**config.mk**
```make
export PLATFORM = sky130hd
export DESIGN_NAME = hlc_regs
export DESIGN_NICKNAME = d
export VERILOG_FILES = /design/src/logic/hlc_pkg.sv /design/src/logic/hlc_regs.sv
export SDC_FILE = /design/constraint.sdc
export NUM_CORES = 1
export LEC_CHECK = 0
export BUFFER_PORTS_ARGS = -buffer_cell sky130_fd_sc_hd__buf_2
export CAP_MARGIN = 20
export CORE_MARGIN = 2
export CORE_UTILIZATION = 45
export CTS_CLUSTER_SIZE = 20
export DETAILED_ROUTE_END_ITERATION = 10
export PLACE_DENSITY = 0.87
export SLEW_MARGIN = 25
export SYNTH_ARGS = -nofsm -noshare
export SYNTH_HDL_FRONTEND = slang
export SYNTH_SLANG_ARGS = --single-unit
```
**constraint.sdc**
```tcl
create_clock -name clk_i -period 2.13 [get_ports clk_i]
set_input_delay 0.3195 -clock clk_i [delete_from_list [all_inputs] [get_ports clk_i]]
set_output_delay 0.3195 -clock clk_i [all_outputs]
set_load 0.1 [all_outputs]
```
**src/logic/hlc_pkg.sv**
```systemverilog
// Package for the host link control register bank: offsets, field positions, reset values.
// Assumes a 32-bit AHB-Lite register bus running on the single 100 MHz core clock.
package hlc_pkg;

  // Byte offsets of the registers.
  localparam logic [7:0] OFF_CTRL_SET = 8'h50;
  localparam logic [7:0] OFF_CTRL_CLR = 8'h54;
  localparam logic [7:0] OFF_BUF_BASE = 8'h64;
  localparam logic [7:0] OFF_ID_COUNT = 8'h68;
  localparam logic [7:0] OFF_MASK_SET = 8'h70;
  localparam logic [7:0] OFF_MASK_CLR = 8'h74;

  // Host link control field positions.
  localparam int BIT_DATA_SWAP_DISABLE = 30;
  localparam int BIT_PHY_PERMIT = 23;
  localparam int BIT_ENHANCE_USE = 22;
  localparam int BIT_LINK_POWER = 19;
  localparam int BIT_POSTED_WRITE = 18;
  localparam int BIT_LINK_ACTIVE = 17;
  localparam int BIT_RESET_REQ = 16;

  // Bits of the control word that software may set; the permit bit is clear only.
  localparam logic [31:0] CTRL_SET_MASK = 32'h404f_0000;
  localparam logic [31:0] CTRL_CLR_MASK = 32'h40ce_0000;
  localparam logic [31:0] CTRL_RESET = 32'h0000_0000;

  // Buffer base keeps bits 31:11 only (2 Kbyte alignment).
  localparam logic [31:0] BUF_BASE_MASK = 32'hffff_f800;
  localparam logic [31:0] BUF_BASE_RESET = 32'h0000_0000;
  localparam logic [31:0] MASK_RESET = 32'h0000_0000;

  // Count register field positions.
  localparam int BIT_ID_ERROR = 31;
  localparam int GEN_LSB = 16;
  localparam int SIZE_LSB = 2;
  localparam int GEN_W = 8;
  localparam int SIZE_W = 9;

  // Soft reset duration in cycles: long enough to flush internal state.
  localparam logic [3:0] SOFT_RESET_CYCLES = 4'h8;

  // AHB transfer types.
  localparam logic [1:0] HTRANS_NONSEQ = 2'h2;

endpackage

```
**src/logic/hlc_regs.sv**
```systemverilog
// Host link control and node identification register bank with an AHB-Lite slave port.
// Assumes the link core reports bus resets and identification reception events as
// one-cycle pulses synchronous to clk_i, and that the EEPROM loader pulses its strobe once.
//
// Notes on behaviour
// [RL1] Bit 30 selects data byte swapping.
// [RL2] Permit bit: clear-only, loadable from EEPROM.
// [RL3] Software leaves enhancements alone when permit zero.
// [RL4] Use bit set only with permit and link.
// [RL5] Link power bit gates all PHY communication.
// [RL6] Posted write bit enables posted writes.
// [RL7] Change posted write only while link inactive.
// [RL8] Hard and soft reset clear link active.
// [RL9] Link inactive stops all bus traffic.
// [RL10] Software sets link active, then forces reset.
// [RL11] Soft reset clears state, FIFOs, registers.
// [RL12] Soft reset bit reads one until done.
// [RL13] Buffer base keeps bits 31:11, rest zero.
// [RL14] Error flag follows latest reception outcome.
// [RL15] Generation increments per bus reset, wraps.
// [RL16] Size counts quadlets, clears at reception start.
// [RL17] Upper mask set/clear pair, both read mask.
// [RL18] Control register is set/clear at 50h/54h.
// [RL19] Mask bit n enables channel n+32.
// [RL20] Ones set or clear; zeros leave alone.
// [RL21] Count register is hardware updated only.
//
// Our own choice: register access over AHB-Lite.
`timescale 1ns/1ps

module hlc_regs (
  input wire logic clk_i,
  input wire logic resetn_i,
  // AHB-Lite slave.
  input wire logic hsel_i,
  input wire logic [31:0] haddr_i,
  input wire logic [1:0] htrans_i,
  input wire logic hwrite_i,
  input wire logic [2:0] hsize_i,
  input wire logic hready_i,
  input wire logic [31:0] hwdata_i,
  output logic [31:0] hrdata_o,
  output logic hreadyout_o,
  output logic hresp_o,
  // EEPROM load of the permit bit.
  input wire logic eeprom_load_i,
  input wire logic eeprom_permit_i,
  // Link core events.
  input wire logic bus_reset_i,
  input wire logic id_rx_start_i,
  input wire logic id_quadlet_i,
  input wire logic id_rx_done_i,
  input wire logic id_rx_error_i,
  // Controls toward the link core.
  output logic data_swap_disable_o,
  output logic enhancement_use_enable_o,
  output logic link_power_status_o,
  output logic posted_write_on_o,
  output logic link_active_o,
  output logic traffic_enable_o,
  output logic core_reset_o,
  output logic [31:0] node_id_buffer_base_o,
  output logic [63:32] upper_channel_receive_mask_o
);

  ////////////////////////////////////////////////////////////////////////////////
  // Helpers shared by the register decode and the set/clear pairs.

  // Write strobe for one offset; only a captured write data phase may hit.
  function automatic logic phase_hit(input logic pend, input logic [7:0] a,
    input logic [7:0] off);
    return pend && (a == off);
  endfunction

  // One set/clear step: a one sets or clears its bit, a zero leaves it alone.
  // Clear is applied first, so a bit named in both words ends up set.
  function automatic logic [31:0] pair_update(input logic [31:0] cur,
    input logic [31:0] set_w, input logic [31:0] clr_w);
    return (cur & ~clr_w) | set_w;
  endfunction

  ////////////////////////////////////////////////////////////////////////////////
  // Bus slave: capture the address phase, act in the data phase.

  logic wr_pend_q;
  logic [7:0] addr_q;
  logic [3:0] rst_cnt_q;
  logic [31:0] ctrl_q;
  logic [31:0] base_q;
  logic [31:0] mask_q;
  logic id_error_q;
  logic [7:0] gen_q;
  logic [8:0] size_q;
  logic soft_rst;

  // Word access only; narrower sizes are still taken as whole words.
  wire logic take = hsel_i && hready_i && (htrans_i == hlc_pkg::HTRANS_NONSEQ);
  wire logic wr_ctrl_set = phase_hit(wr_pend_q, addr_q, hlc_pkg::OFF_CTRL_SET);
  wire logic wr_ctrl_clr = phase_hit(wr_pend_q, addr_q, hlc_pkg::OFF_CTRL_CLR);
  wire logic wr_base = phase_hit(wr_pend_q, addr_q, hlc_pkg::OFF_BUF_BASE);
  wire logic wr_mask_set = phase_hit(wr_pend_q, addr_q, hlc_pkg::OFF_MASK_SET);
  wire logic wr_mask_clr = phase_hit(wr_pend_q, addr_q, hlc_pkg::OFF_MASK_CLR);

  always_ff @(posedge clk_i or negedge resetn_i)
  begin
    if (!resetn_i)
    begin
      wr_pend_q <= 1'b0;
      addr_q <= 8'h00;
    end
    else
    begin
      wr_pend_q <= take && hwrite_i;
      if (take)
        addr_q <= {haddr_i[7:2], 2'h0};
    end
  end

  // Always ready, always OKAY; the slave never inserts wait states.
  assign hreadyout_o = 1'b1;
  assign hresp_o = 1'b0;

  // Reads return combinationally from the captured address; unmapped reads give zero.
  wire logic [31:0] count_word = {id_error_q, 7'h00, gen_q, 5'h00, size_q, 2'h0};
  always_comb
  begin
    unique case (addr_q)
      hlc_pkg::OFF_CTRL_SET, hlc_pkg::OFF_CTRL_CLR: hrdata_o = ctrl_q; // RL18
      hlc_pkg::OFF_BUF_BASE: hrdata_o = base_q;
      hlc_pkg::OFF_ID_COUNT: hrdata_o = count_word;
      hlc_pkg::OFF_MASK_SET, hlc_pkg::OFF_MASK_CLR: hrdata_o = mask_q; // RL17
      default: hrdata_o = 32'h0000_0000;
    endcase
  end

  ////////////////////////////////////////////////////////////////////////////////
  // Soft reset sequencer: the request bit stays up while the counter runs.

  assign soft_rst = ctrl_q[hlc_pkg::BIT_RESET_REQ];
  always_ff @(posedge clk_i or negedge resetn_i)
  begin
    if (!resetn_i)
      rst_cnt_q <= 4'h0;
    else if (!soft_rst)
      rst_cnt_q <= 4'h0;
    else
      rst_cnt_q <= rst_cnt_q + 4'h1; // RL12
  end
  wire logic rst_done = soft_rst && (rst_cnt_q == hlc_pkg::SOFT_RESET_CYCLES - 4'h1);

  ////////////////////////////////////////////////////////////////////////////////
  // Control word: set/clear pair with a clear-only permit bit.

  // Enhancement use may only be set while permit and link active are both one.
  wire logic use_ok = ctrl_q[hlc_pkg::BIT_PHY_PERMIT] && ctrl_q[hlc_pkg::BIT_LINK_ACTIVE];
  wire logic [31:0] set_bits = (wr_ctrl_set ? (hwdata_i & hlc_pkg::CTRL_SET_MASK) : 32'h0)
    & ~(use_ok ? 32'h0 : (32'h1 << hlc_pkg::BIT_ENHANCE_USE)); // RL4
  wire logic [31:0] clr_bits = wr_ctrl_clr ? (hwdata_i & hlc_pkg::CTRL_CLR_MASK) : 32'h0;
  wire logic [31:0] ctrl_upd = pair_update(ctrl_q, set_bits, clr_bits); // RL20

  always_ff @(posedge clk_i or negedge resetn_i)
  begin
    if (!resetn_i)
      ctrl_q <= hlc_pkg::CTRL_RESET; // RL8
    else if (rst_done)
      ctrl_q <= hlc_pkg::CTRL_RESET; // RL11 RL8
    else if (soft_rst)
      ctrl_q <= ctrl_q;
    else if (eeprom_load_i)
      ctrl_q <= {ctrl_upd[31:24], eeprom_permit_i, ctrl_upd[22:0]}; // RL2
    else
      ctrl_q <= ctrl_upd; // RL2 RL18
  end

  assign data_swap_disable_o = ctrl_q[hlc_pkg::BIT_DATA_SWAP_DISABLE]; // RL1
  assign enhancement_use_enable_o = ctrl_q[hlc_pkg::BIT_ENHANCE_USE];
  assign link_power_status_o = ctrl_q[hlc_pkg::BIT_LINK_POWER]; // RL5
  assign posted_write_on_o = ctrl_q[hlc_pkg::BIT_POSTED_WRITE]; // RL6
  assign link_active_o = ctrl_q[hlc_pkg::BIT_LINK_ACTIVE];
  // Traffic needs both the link active and the PHY link powered.
  assign traffic_enable_o = link_active_o && link_power_status_o && !soft_rst; // RL9 RL5
  assign core_reset_o = soft_rst; // RL11

  ////////////////////////////////////////////////////////////////////////////////
  // Buffer base and upper channel mask.

  // Both words of the mask pair go through one update; zeros written leave bits alone.
  wire logic [31:0] mask_set_bits = wr_mask_set ? hwdata_i : 32'h0000_0000;
  wire logic [31:0] mask_clr_bits = wr_mask_clr ? hwdata_i : 32'h0000_0000;
  wire logic [31:0] mask_upd = pair_update(mask_q, mask_set_bits, mask_clr_bits);

  always_ff @(posedge clk_i or negedge resetn_i)
  begin
    if (!resetn_i)
    begin
      base_q <= hlc_pkg::BUF_BASE_RESET;
      mask_q <= hlc_pkg::MASK_RESET;
    end
    else if (rst_done)
    begin
      base_q <= hlc_pkg::BUF_BASE_RESET;
      mask_q <= hlc_pkg::MASK_RESET;
    end
    else
    begin
      if (wr_base)
        base_q <= hwdata_i & hlc_pkg::BUF_BASE_MASK; // RL13
      mask_q <= mask_upd; // RL20 RL17
    end
  end
  assign node_id_buffer_base_o = base_q;
  assign upper_channel_receive_mask_o = mask_q; // RL19

  ////////////////////////////////////////////////////////////////////////////////
  // Identification count: hardware only, bus writes ignored.

  // Events are dropped while the link is inactive or resetting.
  wire logic live = traffic_enable_o;
  always_ff @(posedge clk_i or negedge resetn_i)
  begin
    if (!resetn_i)
    begin
      id_error_q <= 1'b0;
      gen_q <= 8'h00;
      size_q <= 9'h000;
    end
    else if (rst_done)
    begin
      id_error_q <= 1'b0;
      gen_q <= 8'h00;
      size_q <= 9'h000;
    end
    else if (live)
    begin
      if (bus_reset_i)
        gen_q <= gen_q + 8'h01; // RL15 RL21
      if (id_rx_start_i)
        size_q <= 9'h000; // RL16
      else if (id_quadlet_i)
        size_q <= size_q + 9'h001; // RL16
      if (id_rx_done_i)
        id_error_q <= id_rx_error_i; // RL14
    end
  end
endmodule

```
==> results of run 1 <==
layer usage:
metal | GRT usage (%) | up-vias
met3 | 6.00 | 49
met1 | 33.2 | 2315
met2 | 44.7 | 248
met5 | 0 | -
li1 | - | 2118
met4 | 12.2 | 2
metrics by stage:
stage	total power (µW)	TNS [ns]	cells	utilization, %
6_report	4560	-1.03	808	63.1
5_1_grt	4730	-3.34	808	63.1
4_1_cts	4540	-1.76	807	62.3
3_5_place_dp	3330	0	786	59.3
3_3_place_gp	3280	0	786	59.3
2_1_floorplan	2910	-0.159	534	-
registers in the layout, indices dropped and copies added, names as in the netlist:
signal and flops:
ctrl_q 7, id_error_q 1, gen_q 8, addr_q 6, wr_pend_q 1, node_id_buffer_base_o 21
rst_cnt_q 4, size_q 9, upper_channel_receive_mask_o 32
power by group:
group          leakage (µW)  total [µW]  switching [µW]  internal (µW)
sequential          0.00108        1970             161           1810
combinational       0.00180        1390            1000            389
clock             0.0000953        1190             620            572
total               0.00298        4560            1790           2770
worst max-delay path: stages (launching register included):
cell       delay [ns]
dfrtp_1          0.43
nand4bb_1        0.35
nor2_1           0.18
buf_4            0.18
a22oi_1          0.09
nand2_2          0.11
buf_12           0.17
path summary, 6_finish.rpt:
| kind | slack [ns] | to | depth (start not counted) |
|---|---|---|---|
| max | -0.06 | hrdata_o[17] | 6 |
| min | -0.008 | node_id_buffer_base_o[18] | 1 |
| max reg2reg | 0.25 | upper_channel_receive_mask_o[44] | 6 |
| min reg2reg | 0.47 | rst_cnt_q[0] | 1 |
| max in group asynchronous | 1.47 | node_id_buffer_base_o[13] | 2 |
| min in group clk_i | 0.16 | wr_pend_q | 3 |
area by class of cell:
cell class / instances / area share [%]
Clock buffer: 11 / 2.20
Clock inverter: 5 / 0.856
Inverter: 8 / 0.545
Multi-Input combinational cell: 385 / 36.1
Sequential cell: 89 / 34.6
Tap cell: 136 / 2.65
Timing Repair Buffer: 174 / 23.0
cells in the mapped netlist, drive strengths merged, types with 3 or more instances:
cell    number  share of area (%)
ha           3               0.80
buf         29                4.1
and3         8                1.1
nor2        16                1.3
nand4        8                1.1
a22o        20                3.8
a21oi       59                6.4
mux2i        5                1.1
nand2       99                8.0
xor2         4               0.75
nor3         3               0.32
or4          4               0.72
a222oi       3               0.64
clkbuf      23                1.9
xnor2        3               0.56
o21ai       42                4.7
inv          6               0.48
a22oi       12                1.9
dfrtp       89                 48
nand3b       3               0.83
mux2         6                1.4
nand3       48                5.1
and2         5               0.67
cells by family (layout without fill, tap and decap cells):
kind of cell               after synthesis  count (layout)  share of synthesized area, %
and+or+nand+nor                        206             206                          21.7
other                                    2              13                         0.161
adders and majority gates                3               3                         0.805
AOI/OAI and AO/OA                      145             145                          19.1
DFF                                     89              89                          47.7
muxes                                   11              11                          2.52
buffers and inverters                   60             198                          6.68
xor gates and xnor gates                 7               7                          1.31
timing repair:
item / in CTS / in global routing
pin swaps: 11 / 11
buffers inserted: 4 / 1
cloned: 1 / 0
resized for setup: 16 / 16
endpoints found under the setup margin: 32 / 30
==> impl_metrics.json, run 1 <==
{
  "final_area_um2": 6430,
  "grt_pass1_vias": 4747,
  "num_rows": 37,
  "antenna_found_initial": 1,
  "vias": 4732,
  "rsz0062_at_grt": "yes",
  "cp-startpoint": "addr_q[3]",
  "die_area_um2": 11200,
  "cts.sinks": 89,
  "timing.rr.start": "addr_q[3]",
  "nFillCells": 794,
  "cts_tree": "built",
  "ys_types": 53,
  "final_common_cell": "buf_2",
  "die_h_um": 106,
  "ctsHoldBuffers": 0,
  "seqCellArea_um2": 2230,
  "multi_input_area_um2": 2320,
  "status": "complete, but fails checks",
  "hold_viol_final": 15,
  "cts_made_buffers": 9,
  "synth_edf_count": 0,
  "area_growth_pct": 37.8,
  "fin_nets": 751,
  "hp-class": "in -> async",
  "grt_pass1_wl_um": 23900,
  "grt_max_degree": 50,
  "leakagePower_uw": 0.00298,
  "power_density_nw_per_um2": 709,
  "cts-root-buf": "clkbuf_8",
  "whs_ns": -0.00764,
  "slew_headroom_pct": 55.1,
  "grt_overflow_total": 0,
  "clk_pin_slew_ns": 0.09,
  "end_kind": "primary output",
  "clock_latency_ns": 0.36,
  "layout_common_cells": "110 x buf_2, 92 x nand2_1, 89 x dfrtp_1",
  "period_minus_slack_ns": 2.19,
  "vdd_ir_drop_max_uv": 449,
  "first_pass_iters": 4,
  "worst_setup_path_start_kind": "register",
  "violations": "negative hold slack, negative setup slack",
  "clock_path_buffers": 2,
  "wl_met1_um": 5540,
  "ys_async_sr_fraction_pct": 100,
  "ant_nets": 0,
  "critPathRequiredTime_ns": 1.81,
  "detailed_place.area_um2": 6040,
  "drive_above_1_share_pct": 36.5,
  "maxSlewViolCount": 0,
  "preCtsSetupSlack_ns": 0.133,
  "ys_seq_area_share_pct": 47.7,
  "clock_skew_ns": 0.0109,
  "netlist_area_um2": 4670,
  "path_class": "reg -> out",
  "tightest_slew_ns": 0.674,
  "setup_violations": 26,
  "critPathMaxFanout": 7,
  "initial_core_util_pct": 45.8,
  "yosys_warnings": 0,
  "core_area_um2": 10200,
  "syn_inst": 523,
  "htreeDepth": 3,
  "vias_per_cell": 5.86,
  "port_buffers": 143,
  "drv_cap": 0,
  "die-width_um": 106,
  "period_share_pct": 103,
  "wl_met3_um": 1230,
  "drtIter0Drc": 429,
  "max_freq_ghz": 0.456,
  "ys_ff_latch": 89,
  "top_layer_used": "met5",
  "grt_usage_pct": 26.8,
  "antenna_cells": 0,
  "ios": 186,
  "critPathArrivalTime_ns": 1.87,
  "synthFlopType": "dfrtp_1",
  "place_congestion": 0.869,
  "totalWireLength_um": 14900,
  "avgSynthCellArea_um2": 8.92,
  "drc": 0,
  "met2_length_um": 7730,
  "place_hpwl_um": 10500,
  "drt-wirelength-per-cell_um": 18.4,
  "fin_ws_ns": -0.0637
}
(Power assumes the default switching activity.)
==> run 2: changes to the inputs <==
ABC_AREA = 0   (was unset)
CORE_UTILIZATION = 44   (was 45)
PLACE_DENSITY = 0.88   (was 0.87)
clock period = 1.98 ns   (was 2.13 ns; I/O delays follow)
==> run 2 against run 1 <==
The flow finishes with violations (negative setup slack). Clock power up 23%. Clock skew rose by 0.0012 ns. Register-to-register slack lost 0.13 ns. Routed wire length is 7.9% higher. Worst setup slack got worse by 0.26 ns. Sequential power rose by 8%. First-iteration DRC count is 4.9% lower. Via count is 3.0% higher. Largest power group unchanged.
==> impl_metrics.json, run 2 (synthesis gave the netlist of run 1 again) <==
{
  "drtIter0Drc": 408,
  "slowest_stage": "dfrtp_1",
  "met3_usage_pct": 8.21,
  "cts-root-buf": "clkbuf_8",
  "clock_path_buffers": 2,
  "grt_pass1_vias": 4883,
  "fin_ws_ns": -0.322,
  "cts_made_buffers": 9,
  "dp_cells": 789,
  "period_minus_slack_ns": 2.30,
  "whs_ns": 0.146,
  "first_pass_iters": 5,
  "die_h_um": 107,
  "tightest_slew_ns": 0.604,
  "power_uw": 5170,
  "clock_latency_ns": 0.36,
  "cts.sinks": 89,
  "antenna_found_initial": 0,
  "area_growth_pct": 46.7,
  "gr-usage-met2_pct": 48.3,
  "drive_above_1_share_pct": 38.2,
  "maxSlewViolCount": 0,
  "largest_register_ffs": 32,
  "hold_viol_final": 0,
  "critPathArrivalTime_ns": 2.00,
  "port_buffers": 143,
  "critPathRequiredTime_ns": 1.68,
  "clk_pin_slew_ns": 0.09,
  "crit_buf_inv": 4,
  "drt-wirelength-per-cell_um": 19.6,
  "grt_most_used_layer": "met2",
  "ant_nets": 0,
  "num_rows": 37,
  "core_area_um2": 10300,
  "final_area_um2": 6850,
  "grt_max_degree": 45,
  "die-width_um": 107,
  "ios": 186,
  "hp-class": "in -> reg",
  "totalWireLength_um": 16100,
  "layout_common_cells": "110 x buf_2, 92 x nand2_1, 86 x dfrtp_1",
  "max_freq_ghz": 0.434,
  "drc": 0,
  "setup_violations": 30,
  "place_congestion": 0.893,
  "grt_usage_pct": 27.7,
  "grt_overflow_total": 0,
  "grt_use_met1_pct": 31.9,
  "vias": 4874,
  "initial_core_util_pct": 45.2,
  "critPathMaxFanout": 7,
  "htreeDepth": 3,
  "place_hpwl_um": 10600,
  "crit_family": "buffers and inverters",
  "leakagePower_uw": 0.00317,
  "crit_chain": "buf_6 -> and4bb_1 -> and2_4 -> buf_6 -> clkbuf_16 -> a22o_4 -> buf_12",
  "die_area_um2": 11400,
  "worst_path_most_repeated_cell": "buf_6",
  "vdd_ir_drop_max_uv": 522,
  "cpPeakStageDelay_ns": 0.41,
  "status": "complete, but fails checks",
  "detailed_place.area_um2": 6180,
  "worst_setup_path_start_kind": "register",
  "cts_tree": "built",
  "slew_headroom_pct": 59.8,
  "final_common_cell": "buf_2",
  "violations": "negative setup slack",
  "grt_pass1_wl_um": 24700,
  "drv_cap": 0,
  "tns_ns": -8.26,
  "path_class": "reg -> out",
  "antenna_cells": 0,
  "period_share_pct": 116,
  "vias_per_cell": 5.95,
  "end_kind": "primary output",
  "stdcell_count": 819,
  "power_density_nw_per_um2": 755,
  "fin_nets": 762,
  "clock_skew_ns": 0.0121,
  "nFillCells": 765,
  "rsz0062_at_grt": "yes"
}
run 2: changes by cell type in the layout (fill, tap and decap cells not counted), moves of 6 or more:
cell	before	now
nand2_2	6	0
a22o_2	15	0
a22o_4	5	20
nand2_4	1	7
buf_12	33	41
run 2: metal layers:
layer,wire length (µm),vias up
li1,-,2141
met1,5840,2367
met2,8150,311
met3,1580,55
met4,520,0
met5,0,-
run 2: cell type report:
| class | count | area, µm² | share of cell area (%) |
|---|---|---|---|
| clock inverters | 4 | 73.8 | 1.08 |
| inverters | 8 | 35.0 | 0.512 |
| flip-flops and latches | 89 | 2230 | 32.6 |
| well taps | 136 | 170 | 2.49 |
| clock buffers | 12 | 165 | 2.41 |
| repair buffers | 185 | 1710 | 24.9 |
| multi-input cells | 385 | 2460 | 36.0 |
run 2: repair_timing:
action,in CTS,in global routing
setup buffers,8,3
endpoints found under the hold margin,42,0
gates resized for setup,23,19
pin swaps,8,3
cloned,2,1
hold buffers,1,0
setup endpoints to repair,30,32
run 2: where the power goes:
part / switching, µW / internal, µW
clock network: 641 / 815
registers: 170 / 1950
logic: 1120 / 476
run 2: worst register-to-register path: stages, from the launching register on:
cell      delay (ns)
dfrtp_1         0.42
ha_1            0.24
nand3b_1        0.11
or2_1           0.46
o221ai_1        0.25
nor3_1          0.28
run 2: worst paths after layout:
check | from | slack [ns] | to | cells after the start
hold reg to reg | rst_cnt_q[0] | 0.50 | rst_cnt_q[0] | 1
setup reg to reg | rst_cnt_q[0] | 0.12 | size_q[5] | 5
setup / recovery | addr_q[6] | -0.32 | hrdata_o[10] | 7
min in group asynchronous | resetn_i | 0.49 | ctrl_q[22] | 2
max in group asynchronous | resetn_i | 0.88 | upper_channel_receive_mask_o[45] | 3
hold / removal | hwrite_i | 0.15 | wr_pend_q | 3
run 2: through the flow:
stage	setup slack, ns	utilization, %
after CTS	-0.308	64.8
after global routing	-0.435	66.3
after global placement	0.0858	59.9
final	-0.322	66.3
after detailed placement	0.0286	59.9
after floorplan	-0.0868	-
==> run 3: changes to the inputs <==
CAP_MARGIN = unset   (was 20)
REMOVE_ABC_BUFFERS = 1   (was unset)
TNS_END_PERCENT = 1   (was unset)
==> run 3 against run 2 <==
The flow still finishes with violations (negative setup slack). Total power shrank 3.4%. Combinational power shrank 7%. Register-to-register slack gained 0.05 ns. Sequential share of layout area grew 2.4 points. Critical path type unchanged. Largest cell class is now flip-flops and latches. Largest power group unchanged. Highest routed layer unchanged.
==> impl_metrics.json, run 3 (synthesis gave the netlist of run 1 again) <==
{
  "first_pass_iters": 5,
  "layout_common_cells": "109 x buf_2, 99 x nand2_1, 89 x dfrtp_1",
  "vias": 4751,
  "drc": 0,
  "path_class": "reg -> out",
  "cts_tree": "built",
  "grt_pass1_vias": 4871,
  "grt_most_used_layer": "met2",
  "ant_nets": 0,
  "rsz0062_at_grt": "yes",
  "leakagePower_uw": 0.00296,
  "grt_use_met1_pct": 31.1,
  "seqCellArea_um2": 2230,
  "setup_violations": 30,
  "vdd_ir_drop_max_uv": 422,
  "clock_latency_ns": 0.35,
  "grt_max_degree": 64,
  "max_freq_ghz": 0.448,
  "met3_usage_pct": 5.41,
  "cts-root-buf": "clkbuf_8",
  "r2r_slack_ns": 0.17,
  "totalWireLength_um": 14900,
  "clock_skew_ns": 0.0146,
  "grt_usage_pct": 25.9,
  "hold_viol_final": 0,
  "drt-wirelength-per-cell_um": 18.5,
  "area_growth_pct": 36.3,
  "grt_pass1_wl_um": 23700,
  "timing.rr.start": "addr_q[7]",
  "gr-usage-met2_pct": 44.4,
  "final_common_cell": "buf_2",
  "r2r_end": "ctrl_q[22]",
  "critPathMaxFanout": 21,
  "postCtsSetupRepairBufs": 0,
  "period_share_pct": 113,
  "grt_overflow_total": 0,
  "place_hpwl_um": 10400,
  "hp-start": "hwrite_i",
  "power_density_nw_per_um2": 785,
  "place_congestion": 0.848,
  "critPathArrivalTime_ns": 1.93,
  "stdcell_count": 804,
  "drive_above_1_share_pct": 31.3,
  "power_uw": 4990,
  "die-width_um": 107,
  "worst_setup_path_start_kind": "register",
  "fin_nets": 746,
  "drv_cap": 0,
  "multi_input_area_um2": 2230,
  "antenna_found_initial": 1,
  "vias_per_cell": 5.91,
  "fin_ws_ns": -0.250,
  "core_area_um2": 10300,
  "cts_made_buffers": 9,
  "slew_headroom_pct": 60.3,
  "hp-class": "in -> reg",
  "clock_path_buffers": 2,
  "violations": "negative setup slack",
  "hold_depth": 3,
  "largest_register_ffs": 32,
  "clk_pin_slew_ns": 0.09,
  "dp_cells": 786,
  "htreeDepth": 3,
  "cts.sinks": 89,
  "critPathRequiredTime_ns": 1.68,
  "die_area_um2": 11400,
  "period_minus_slack_ns": 2.23,
  "tightest_slew_ns": 0.596,
  "ff2ff_path_depth": 5,
  "maxSlewViolCount": 0,
  "nFillCells": 826,
  "die_h_um": 107,
  "drtIter0Drc": 365,
  "status": "complete, but fails checks",
  "tns_ns": -6.22,
  "end_kind": "primary output",
  "ios": 186,
  "whs_endpoint": "wr_pend_q",
  "initial_core_util_pct": 45.2,
  "port_buffers": 143,
  "num_rows": 37
}
## run 3: worst max-delay path, cell delays in order, from the launching register on
cell      delay [ns]
dfrtp_1         0.40
buf_6           0.12
and4bb_1        0.21
and2_4          0.16
buf_12          0.16
a222oi_1        0.21
inv_1           0.14
buf_12          0.19
## run 3: how the worst max path moves through the flow
stage	startpoint	to	slack (ns)	depth (start not counted)
detailed placement	addr_q[4]	node_id_buffer_base_o[19]	0.07	4
floorplan	ctrl_q[16]	gen_q[3]	-1.55	3
finish	addr_q[6]	hrdata_o[21]	-0.25	7
CTS	addr_q[6]	hrdata_o[21]	-0.25	7
global placement	addr_q[6]	hrdata_o[20]	0.08	7
global route	addr_q[6]	hrdata_o[21]	-0.36	7
## run 3: area by class of cell
cell class                 instances  share of cell area [%]
inverter                           8                   0.551
timing repair buffer             169                    23.2
tap                              136                    2.68
clock buffer                      11                    2.22
multi-input combinational        385                    35.0
clock inverter                     5                    1.24
antenna                            1                  0.0394
sequential                        89                    35.0
## run 3: stage by stage
| step | setup slack [ns] | cell area [µm²] | hold slack, ns | util (%) |
|---|---|---|---|---|
| finish | -0.250 | 6360 | 0.160 | 61.6 |
| global route | -0.357 | 6360 | 0.163 | 61.6 |
| CTS | -0.252 | 6340 | 0.156 | 61.4 |
| detailed placement | 0.0694 | 6060 | 0.338 | 58.7 |
| global placement | 0.0802 | 6060 | 0.327 | 58.7 |
| floorplan | -1.55 | 4430 | 0.00141 | - |
## run 3: power breakdown
part / internal (µW) / switching, µW
clock: 746 / 657
combinational: 407 / 1070
sequential: 1950 / 161
total: 3100 / 1890
## run 3: repair_timing
action,in CTS,in global routing
pin swaps,14,4
hold endpoints to repair,39,0
setup endpoints to repair,30,46
hold buffers,1,0
resized for setup,11,3
cloned,0,0
## run 3: per-layer routing
metal  vias to the layer above  routed length, µm
li1                       2103                  -
met1                      2331               5750
met2                       272               7630
met3                        45               1130
met4                         0                374
met5                         -                  0
